## config.mk

```make
export PLATFORM = sky130hd
export DESIGN_NAME = fsp_ctrl
export DESIGN_NICKNAME = d
export VERILOG_FILES = /design/src/fsp_ctrl_pkg_note.sv /design/src/fsp_pkg.sv /design/src/fsp_ctrl.sv
export SDC_FILE = /design/constraint.sdc
export NUM_CORES = 1
export LEC_CHECK = 0
export ABC_AREA = 1
export BUFFER_PORTS_ARGS = -buffer_cell sky130_fd_sc_hd__buf_2
export CORE_AREA = 2 2 235 237
export CTS_CLUSTER_DIAMETER = 50
export DETAILED_ROUTE_END_ITERATION = 7
export DIE_AREA = 0 0 237 239
export PLACE_DENSITY = 0.78
export SYNTH_ARGS = -nofsm -noshare
export SYNTH_HDL_FRONTEND = slang
export SYNTH_SLANG_ARGS = --single-unit
```

## constraint.sdc

```tcl
create_clock -name i_clk -period 4.4 [get_ports i_clk]
set_input_delay 0.66 -clock i_clk [delete_from_list [all_inputs] [get_ports i_clk]]
set_output_delay 0.66 -clock i_clk [all_outputs]
set_load 0.005 [all_outputs]
```

## src/fsp_ctrl_pkg_note.sv

```systemverilog
// This file holds no logic of the block.

```

## src/fsp_pkg.sv

```systemverilog
// Constants and types for the flash self-programming controller.
// Contract
// - Each table read fetches one byte at the pointer into the latch, optional adjust.
// - Pointer bit 0 selects high or low byte of the 16-bit word.
// - Erase clears one whole 1024-byte row; no single-word erase.
// - Row erase uses pointer bits 21:10 and ignores bits 9:0.
// - Larger erases come only from external programming, never from self-programming.
// - Erase needs write enable, row-erase select and unlock before start.
// - Software writes 55h then 0AAh to unlock port, then sets start.
// - During a long write execution halts; internal timer ends the cycle.
// - Processor stalls for the full timed duration, then resumes.
// - Program 64 bytes per cycle, or one two-byte word.
// - Sixty-four byte-wide holding registers are loaded by table writes.
// - A table write only updates a holding register, never the array.
// - Holding registers keep their contents after a program cycle.
// - Word select set programs two bytes, clear programs 64 bytes.
// - Start bit is set by software only and cleared by hardware on completion.
// - Abort flag sets on start, clears on normal timer expiry only; here a control write also loads it from bit 3.
// - Table writes pick the holding register from the low pointer bits.
package fsp_pkg;

	// Register offsets on the 8-bit register port.
	localparam logic [2:0] FSP_OFS_PTR_L  = 3'h0;
	localparam logic [2:0] FSP_OFS_PTR_H  = 3'h1;
	localparam logic [2:0] FSP_OFS_PTR_U  = 3'h2;
	localparam logic [2:0] FSP_OFS_LATCH  = 3'h3;
	localparam logic [2:0] FSP_OFS_CTRL   = 3'h4;
	localparam logic [2:0] FSP_OFS_UNLOCK = 3'h5;

	// Control register bit positions.
	localparam int FSP_BIT_WORD_SEL = 5;
	localparam int FSP_BIT_FREE     = 4;
	localparam int FSP_BIT_ABORT    = 3;
	localparam int FSP_BIT_WR_EN    = 2;
	localparam int FSP_BIT_WR       = 1;

	// Unlock keys.
	localparam logic [7:0] FSP_KEY1 = 8'h55;
	localparam logic [7:0] FSP_KEY2 = 8'hAA;

	// Geometry.
	localparam int FSP_PTR_W     = 22;
	localparam int FSP_HOLD_N    = 64;
	localparam int FSP_ROW_LSB   = 10;
	localparam int FSP_BLOCK_LSB = 6;

	// Reset values.
	localparam logic [21:0] FSP_PTR_RST   = 22'h00_0000;
	localparam logic [7:0]  FSP_LATCH_RST = 8'h00;

	// Self-timed write duration.
	localparam int FSP_CLK_NS    = 100;
	localparam int FSP_T_IW_NS   = 1000000;
	localparam int FSP_IW_CYCLES = (FSP_T_IW_NS + FSP_CLK_NS - 1) / FSP_CLK_NS;

	typedef enum logic [1:0] {
		FSP_PTR_KEEP = 2'h0,
		FSP_PTR_POST_INC = 2'h1,
		FSP_PTR_POST_DEC = 2'h2,
		FSP_PTR_PRE_INC = 2'h3
	} fsp_ptr_mode_t;

	typedef enum logic [1:0] {
		FSP_ST_IDLE = 2'b00,
		FSP_ST_BUSY = 2'b01,
		FSP_ST_DONE = 2'b11
	} fsp_state_t;

	// Command to the flash array, held for the whole long write.
	typedef struct packed {
		logic        erase;
		logic        prog;
		logic        word;
		logic [21:0] addr;
	} fsp_array_cmd_t;

	// Table operation request from the core.
	typedef struct packed {
		logic          rd;
		logic          wr;
		fsp_ptr_mode_t mode;
	} fsp_table_req_t;

endpackage
```

## src/fsp_ctrl.sv

```systemverilog
// Flash self-programming controller: table ops, unlock, timed erase/program.
//
// The implementer's own choices: the placing of the registers and strobed register access.
`timescale 1ns/100ps
`default_nettype none
module fsp_ctrl import fsp_pkg::*; #(
	parameter int IW_CYCLES = FSP_IW_CYCLES
) (
	// Clock and resets.
	input  wire logic                 i_clk,
	input  wire logic                 i_sys_rst,
	input  wire logic                 i_por_rst,
	// Register port.
	input  wire logic [2:0]           i_addr,
	input  wire logic [7:0]           i_wdata,
	input  wire logic                 i_wr,
	input  wire logic                 i_rd,
	output logic [7:0]                o_rdata,
	// Table operations from the core.
	input  wire fsp_table_req_t       i_tbl,
	// Flash array.
	output logic [20:0]               o_fl_rd_word,
	input  wire logic [15:0]          i_fl_rdata,
	output fsp_array_cmd_t            o_fl_cmd,
	output logic [8*FSP_HOLD_N-1:0]   o_hold_bytes,
	// Core stall.
	output logic                      o_stall
);

	fsp_state_t     state_r;
	logic [31:0]    cnt_r;
	logic [21:0]    ptr_r;
	logic [21:0]    ptr_nxt;
	logic [21:0]    eff_addr;
	logic [7:0]     latch_r;
	logic [7:0]     hold_r [FSP_HOLD_N];
	logic           word_sel_r;
	logic           free_r;
	logic           wr_en_r;
	logic           abort_r;
	logic           key1_r;
	logic           armed_r;
	logic [7:0]     rdata_r;
	fsp_array_cmd_t cmd_r;
	logic           idle;
	logic           reg_wr;
	logic           ctrl_wr;
	logic           unlock_wr;
	logic           start;
	logic           finish;
	logic           tbl_rd;
	logic           tbl_wr;

	assign idle      = (state_r == FSP_ST_IDLE);
	// Register writes are dropped while the core is stalled.
	assign reg_wr    = i_wr && idle;
	assign ctrl_wr   = reg_wr && (i_addr == FSP_OFS_CTRL);
	assign unlock_wr = reg_wr && (i_addr == FSP_OFS_UNLOCK);
	assign tbl_rd    = i_tbl.rd && idle;
	assign tbl_wr    = i_tbl.wr && idle;
	// Start needs the armed key pair and write enable.
	assign start     = ctrl_wr && i_wdata[FSP_BIT_WR] && armed_r && wr_en_r;
	assign finish    = (state_r == FSP_ST_BUSY) &&
		(cnt_r == 32'(IW_CYCLES - 1));

	// Effective address: pre-increment moves before the access; only the
	// low 21 bits ever move.
	always_comb begin
		eff_addr = ptr_r;
		ptr_nxt  = ptr_r;
		unique case (i_tbl.mode)
			FSP_PTR_KEEP: begin
				ptr_nxt = ptr_r;
			end
			FSP_PTR_POST_INC: begin
				ptr_nxt = {ptr_r[21], ptr_r[20:0] + 21'h1};
			end
			FSP_PTR_POST_DEC: begin
				ptr_nxt = {ptr_r[21], ptr_r[20:0] - 21'h1};
			end
			FSP_PTR_PRE_INC: begin
				eff_addr = {ptr_r[21], ptr_r[20:0] + 21'h1};
				ptr_nxt  = eff_addr;
			end
		endcase
	end

	assign o_fl_rd_word = eff_addr[21:1];

	// Table pointer.
	always_ff @(posedge i_clk) begin
		if (i_sys_rst) begin
			ptr_r <= FSP_PTR_RST;
		end else if (tbl_rd || tbl_wr) begin
			ptr_r <= ptr_nxt;
		end else if (reg_wr && i_addr == FSP_OFS_PTR_L) begin
			ptr_r[7:0] <= i_wdata;
		end else if (reg_wr && i_addr == FSP_OFS_PTR_H) begin
			ptr_r[15:8] <= i_wdata;
		end else if (reg_wr && i_addr == FSP_OFS_PTR_U) begin
			ptr_r[21:16] <= i_wdata[5:0];
		end
	end

	// Table latch: one byte per read, odd address is the high byte.
	always_ff @(posedge i_clk) begin
		if (i_sys_rst) begin
			latch_r <= FSP_LATCH_RST;
		end else if (tbl_rd) begin
			latch_r <= eff_addr[0] ? i_fl_rdata[15:8] : i_fl_rdata[7:0];
		end else if (reg_wr && i_addr == FSP_OFS_LATCH) begin
			latch_r <= i_wdata;
		end
	end

	// Holding registers: short writes only, kept across program cycles.
	genvar gi;
	generate
		for (gi = 0; gi < FSP_HOLD_N; gi++) begin : g_hold
			always_ff @(posedge i_clk) begin
				if (i_sys_rst) begin
					hold_r[gi] <= FSP_LATCH_RST;
				end else if (tbl_wr &&
					eff_addr[FSP_BLOCK_LSB-1:0] == 6'(gi)) begin
					hold_r[gi] <= latch_r;
				end
			end
			assign o_hold_bytes[8*gi +: 8] = hold_r[gi];
		end
	endgenerate

	// Unlock sequence: the two keys must be back-to-back register writes.
	always_ff @(posedge i_clk) begin
		if (i_sys_rst) begin
			key1_r  <= 1'b0;
			armed_r <= 1'b0;
		end else if (reg_wr) begin
			key1_r  <= unlock_wr && (i_wdata == FSP_KEY1);
			armed_r <= unlock_wr && (i_wdata == FSP_KEY2) && key1_r;
		end
	end

	// Control bits.
	always_ff @(posedge i_clk) begin
		if (i_sys_rst) begin
			word_sel_r <= 1'b0;
			free_r     <= 1'b0;
			wr_en_r    <= 1'b0;
		end else begin
			if (ctrl_wr) begin
				word_sel_r <= i_wdata[FSP_BIT_WORD_SEL];
				wr_en_r    <= i_wdata[FSP_BIT_WR_EN];
			end
			if (finish && cmd_r.erase) begin
				free_r <= 1'b0;
			end else if (ctrl_wr) begin
				free_r <= i_wdata[FSP_BIT_FREE];
			end
		end
	end

	// Abort flag survives the system reset so an interrupted write shows.
	always_ff @(posedge i_clk) begin
		if (i_por_rst) begin
			abort_r <= 1'b0;
		end else if (start) begin
			abort_r <= 1'b1;
		end else if (finish) begin
			abort_r <= 1'b0;
		end else if (ctrl_wr) begin
			abort_r <= i_wdata[FSP_BIT_ABORT];
		end
	end

	// Long-write sequencer.
	always_ff @(posedge i_clk) begin
		if (i_sys_rst) begin
			state_r <= FSP_ST_IDLE;
			cnt_r   <= 32'h0000_0000;
		end else begin
			unique case (state_r)
				FSP_ST_IDLE: begin
					cnt_r <= 32'h0000_0000;
					if (start) begin
						state_r <= FSP_ST_BUSY;
					end
				end
				FSP_ST_BUSY: begin
					cnt_r <= cnt_r + 32'h0000_0001;
					if (finish) begin
						state_r <= FSP_ST_DONE;
					end
				end
				FSP_ST_DONE: begin
					state_r <= FSP_ST_IDLE;
				end
				default: begin
					state_r <= FSP_ST_IDLE;
				end
			endcase
		end
	end

	// Array command: erase a row, program a 64-byte block or one word. Only row
	// erase exists; no wider erase can be commanded from here.
	always_ff @(posedge i_clk) begin
		if (i_sys_rst) begin
			cmd_r <= '0;
		end else if (start) begin
			cmd_r.erase <= free_r;
			cmd_r.prog  <= !free_r;
			cmd_r.word  <= !free_r && word_sel_r;
			if (free_r) begin
				cmd_r.addr <= {ptr_r[21:FSP_ROW_LSB], 10'h000};
			end else if (word_sel_r) begin
				cmd_r.addr <= {ptr_r[21:1], 1'b0};
			end else begin
				cmd_r.addr <= {ptr_r[21:FSP_BLOCK_LSB], 6'h00};
			end
		end else if (finish) begin
			cmd_r <= '0;
		end
	end

	assign o_fl_cmd = cmd_r;
	// The core is held from the cycle after the start write through the done cycle after the timer ends.
	assign o_stall  = !idle;

	// Read data, one cycle after the strobe; the unlock port reads zero.
	always_ff @(posedge i_clk) begin
		if (i_sys_rst) begin
			rdata_r <= 8'h00;
		end else if (i_rd) begin
			unique case (i_addr)
				FSP_OFS_PTR_L: rdata_r <= ptr_r[7:0];
				FSP_OFS_PTR_H: rdata_r <= ptr_r[15:8];
				FSP_OFS_PTR_U: rdata_r <= {2'b00, ptr_r[21:16]};
				FSP_OFS_LATCH: rdata_r <= latch_r;
				FSP_OFS_CTRL:  rdata_r <= {2'b00, word_sel_r, free_r,
					abort_r, wr_en_r, !idle, 1'b0};
				default:       rdata_r <= 8'h00;
			endcase
		end
	end

	assign o_rdata = rdata_r;

	// Stall length in cycles; it restarts from zero whenever the core runs.
	logic [31:0] stall_len_r;

	always_ff @(posedge i_clk) begin
		if (i_sys_rst || idle) begin
			stall_len_r <= 32'h0000_0000;
		end else begin
			stall_len_r <= stall_len_r + 32'h0000_0001;
		end
	end
endmodule
`default_nettype wire

```

Word level (Yosys, flattened, before mapping)
Memory sizes are Yosys's and may differ from the RTL's.
Cells that the tools add are included.
Widths: inputs -> output; s select.
- flip-flop bits (word level): 103
- bits in writable memories: 512
- memories: 1
- bits in latches: 0
- input port bits: 36
- logic and storage cells: 552
- output and inout bits: 567
- memory bits (read-only): 0
- reductions and logical operators: 103
- add/sub/neg operators: 3
- mux-type cells: 281
- bitwise operators: 64
- eq/ne operators: 82
- divide/modulo/power cells: 0
- shift operators: 0
- multipliers: 0
- order comparisons: 0
- memory list (memory ; words ; bits a word ; read ports ; clocked after memory_dff ; wr ports ; line ; source):
    hold_r ; 64 ; 8 ; 64 ; 0 ; 64 ; fsp_ctrl.sv:36 ; logic [7:0] hold_r [FSP_HOLD_N];
- operators with widths (kind ; number):
    $mux 8 ; 69
    $mux 1 ; 197
    $eq 6x6->1 const B ; 32
    $eq 6x5->1 const B ; 16
    $logic_and 1x1->1 ; 82
    $or 1x1->1 ; 64
    $pmux 32 s2 ; 1
    $mux 25 ; 2
    $eq 6x4->1 const B ; 8
    $pmux 21 s2 ; 1
    $pmux 8 s5 ; 1
    $add 32x1->32 const B ; 1
    $eq 32x14->1 const B ; 1
    $eq 6x3->1 const B ; 4
    $mux 22 ; 1
    $add 21x1->21 const B ; 1
    $mux 21 ; 1
    $sub 21x1->21 const B ; 1
    $mux 6 ; 3
    $mux 14 ; 1
    $eq 6x2->1 const B ; 2
    $ne 2x2->1 const B ; 6
    $reduce_bool 2->1 ; 6
    $mux 10 ; 1
    22 further kinds ; 31

Longest topological paths before layout
- depth in word-level cells: 8
- depth in mapped cells: 12
- depth with buffers taken out: 11

Worst setup path before layout
No wires, ideal clock.
- path kind: in2reg
- start point: in i_tbl[0] (netlist bit)
- end point: mem hold_r[24][0] (netlist: hold_r[0][192]), enable pin
- arrival: 2.494 ns
- cell stages on the path: 11
- path slack: 1.522 ns
- setup time: 0.384 ns
- required time: 4.016 ns
- buffers on the path: 2
- cell sequence: buf_4 nand2_8 inv_6 buf_4 nand3_1 nand2_2 inv_2 nand3_1 nor2_4 inv_1 o21ai_0
- RTL lines (item ; line ; source):
    start: declaration ; fsp_ctrl.sv:20 ; input wire fsp_table_req_t i_tbl,
    end: declaration ; fsp_ctrl.sv:36 ;

==> flow_summary.json <==
{
  "status": "finished clean",
  "setup_slack_ps": 1087,
  "wl_per_cell_um": 23.42,
  "grt_pass1_vias": 19492,
  "syn_avg_cell_area_um2": 10.80,
  "endpoint_kind": "register",
  "root_buffer": "clkbuf_16",
  "rows": 86,
  "power.density_nw_per_um2": 422.8,
  "required_ps": 4600,
  "route.detailed.drc": 0,
  "grt_usage": 0.3038,
  "rsz0062_at_grt": "false",
  "cts.repair.resized": 0,
  "crit_fanout": 16,
  "grt_pass1_wl_mm": 126.9,
  "syn_to_final_growth_pct": 21.75,
  "vias": 21104,
  "clkPwrFrac": 0.407,
  "yosysWarnings": 0,
  "die_h_um": 239,
  "fmaxAchievable_mhz": 301.9,
  "final_common_cell": "nor2_1",
  "p_sw_frac": 0.2594,
  "drt-initial-drc-count": 2256,
  "vias_per_cell": 5.608,
  "fin_cells": 3763,
  "io_pins": 603,
  "syn_nets": 2467,
  "cts_setup_buffers": 0,
  "clock_latency_ps": 600,
  "layout_common_cells": "660 x nor2_1, 601 x buf_2, 512 x edfxtp_1",
  "drive_gt1_frac": 0.2911,
  "initial_core_util": 0.4825,
  "p_sw_mw": 3.501,
  "finalHoldWorstSlack_ps": 328.1,
  "overflow": 0,
  "firstDrtPassIters": 6,
  "irDropWorstVdd_uv": 222.2,
  "htreeDepth": 3,
  "clkSlewWorstSetupHoldPaths_ps": 60,
  "drv_cap": 0,
  "synthesis.area_um2": 26220,
  "place_ws_ps": 825.4,
  "final_antenna_net_count": 0,
  "antenna_found_initial": 8,
  "p_int_mw": 9.995,
  "p_leak_nw": 12.75,
  "final_nets": 3039,
  "p_seq_frac": 0.493,
  "ys_types": 48,
  "tritoncts": "yes",
  "setup_tns_ps": 0,
  "hpwl_mm": 62.03,
  "grt_start_max_net_pins": 89,
  "drt-total-wl_mm": 88.14,
  "period_share": 0.7529,
  "ys.flop_type": "edfxtp_1",
  "slew_violations": 0,
  "hold_viol": 0,
  "ys_ff_latch": 614,
  "coreArea_um2": 54340,
  "synthCells": 2428,
  "skew_ps": 21.83,
  "hold_class": "primary input to register",
  "fin_crit_ps": 3313,
  "arrival_ps": 3520,
  "synth-edff-count": 512,
  "numCtsBuffers": 67,
  "crit_type": "register to register",
  "async_flop_share": 0,
  "tightest_slew_ps": 1302,
  "io_buffers": 601,
  "ys_seq_area_frac": 0.6643,
  "clockBufferDepth": 3,
  "worst_slew_margin_rel": 0.1262,
  "cts_hold_buf": 0,
  "cp-start-kind": "register",
  "dieArea_um2": 56640,
  "cts_num_sinks": 614,
  "setup-violations-final": 0,
  "place_inst": 3635,
  "gp_congestion": 1.006,
  "die_w_um": 237,
  "p_comb_frac": 0.100
}
[logic make-up after synthesis]
| logic type | synth area share |
|---|---|
| flops | 0.6643 |
| compound gates | 0.05221 |
| simple gates | 0.2331 |
| xor+xnor | 0.003627 |
| other cells | 0.0001430 |
| buf+inv | 0.04515 |
| fa+ha+maj | 0.001432 |
[routing by layer]
layer,global-route usage,up-vias,share of wire
met1,0.3859,10084,0.37
met4,0.1561,2,0.053
met5,0,-,0.00016
met2,0.4881,1418,0.47
li1,-,9383,-
met3,0.07171,217,0.11
[critical path: stages, from the launching register on]
cell and delay [ps]:
dfxtp_1 620, nand3_2 200, nor2_4 180, xor2_2 260, nand2_1 140, o21ai_4 180
nand2_4 250, o21ai_1 1070
[flip-flops by register name, indices dropped and copies added (netlist names)]
register and flops:
latch_r 8, state_r 2, key1_r 1, wr_en_r 1, word_sel_r 1, hold_r 512
abort_r 1, cnt_r 32, o_fl_cmd 24, o_rdata 8, armed_r 1, ptr_r 22
free_r 1
[Yosys cell counts, types with 2 or more instances]
| cell type | instances | area share |
|---|---|---|
| edfxtp_1 | 512 | 0.59 |
| o21ai_4 | 5 | 0.0031 |
| a31oi_1 | 21 | 0.0050 |
| nor2_1 | 660 | 0.094 |
| o221ai_1 | 5 | 0.0017 |
| nand2_8 | 2 | 0.0015 |
| inv_1 | 137 | 0.020 |
| nor3_4 | 8 | 0.0050 |
| nor2_8 | 4 | 0.0031 |
| xor2_1 | 7 | 0.0023 |
| nor3_1 | 31 | 0.0059 |
| nand3_1 | 119 | 0.023 |
| dfxtp_1 | 102 | 0.078 |
| buf_2 | 13 | 0.0025 |
| nand2_1 | 318 | 0.046 |
| o211ai_1 | 2 | 0.00057 |
| o21ai_0 | 100 | 0.019 |
| a21oi_1 | 86 | 0.016 |
| nor2_2 | 9 | 0.0021 |
| inv_2 | 15 | 0.0021 |
| ha_1 | 3 | 0.0014 |
| nand4_1 | 18 | 0.0043 |
| xnor2_1 | 2 | 0.00067 |
| clkbuf_1 | 100 | 0.014 |
| buf_4 | 10 | 0.0029 |
| o22ai_1 | 7 | 0.0017 |
| nor4_1 | 2 | 0.00048 |
| nor2_4 | 13 | 0.0056 |
| o21ai_2 | 2 | 0.00067 |
| o21ai_1 | 18 | 0.0034 |
| nand2_2 | 4 | 0.00095 |
| nand3_4 | 38 | 0.025 |
| nand2_4 | 6 | 0.0026 |
| buf_6 | 4 | 0.0017 |
| nand3_2 | 32 | 0.012 |
[power groups by stage]
stage	registers [mW]	clock network (mW)	logic, mW
floorplan	6.72	0	0.742
global placement	6.77	0	1.32
detailed placement	6.77	0	1.33
CTS	6.65	5.52	1.34
global route	6.67	5.76	1.44
finish	6.66	5.49	1.35
[area by class of cell]
cell class,count,area (um2)
Clock buffer,80,1772
Inverter,153,586.8
Timing Repair Buffer,634,3268
Clock inverter,39,356.6
Sequential cell,614,17420
Antenna cell,9,22.52
Fill cell,4378,22420
Tap cell,704,880.8
Multi-Input combinational cell,1530,7617
[worst paths after layout]
check,start,end,slack (ps),cells after the start
worst min-delay path,i_por_rst,abort_r,330,4
worst max-delay path,ptr_r[2],hold_r[1][253],1090,7
worst min register to register,cnt_r[31],cnt_r[31],470,2
worst max register to register,ptr_r[2],hold_r[1][253],1090,7
[through the flow]
| step | util | power (mW) | cell area [um2] |
|---|---|---|---|
| CTS | 0.5870 | 13.51 | 31900 |
| floorplan | - | 7.461 | 26220 |
| finish | 0.5874 | 13.50 | 31920 |
| detailed placement | 0.5478 | 8.105 | 29770 |
| global route | 0.5872 | 13.87 | 31910 |
| global placement | 0.5478 | 8.090 | 29770 |
Power figures use the tool's default switching activity.
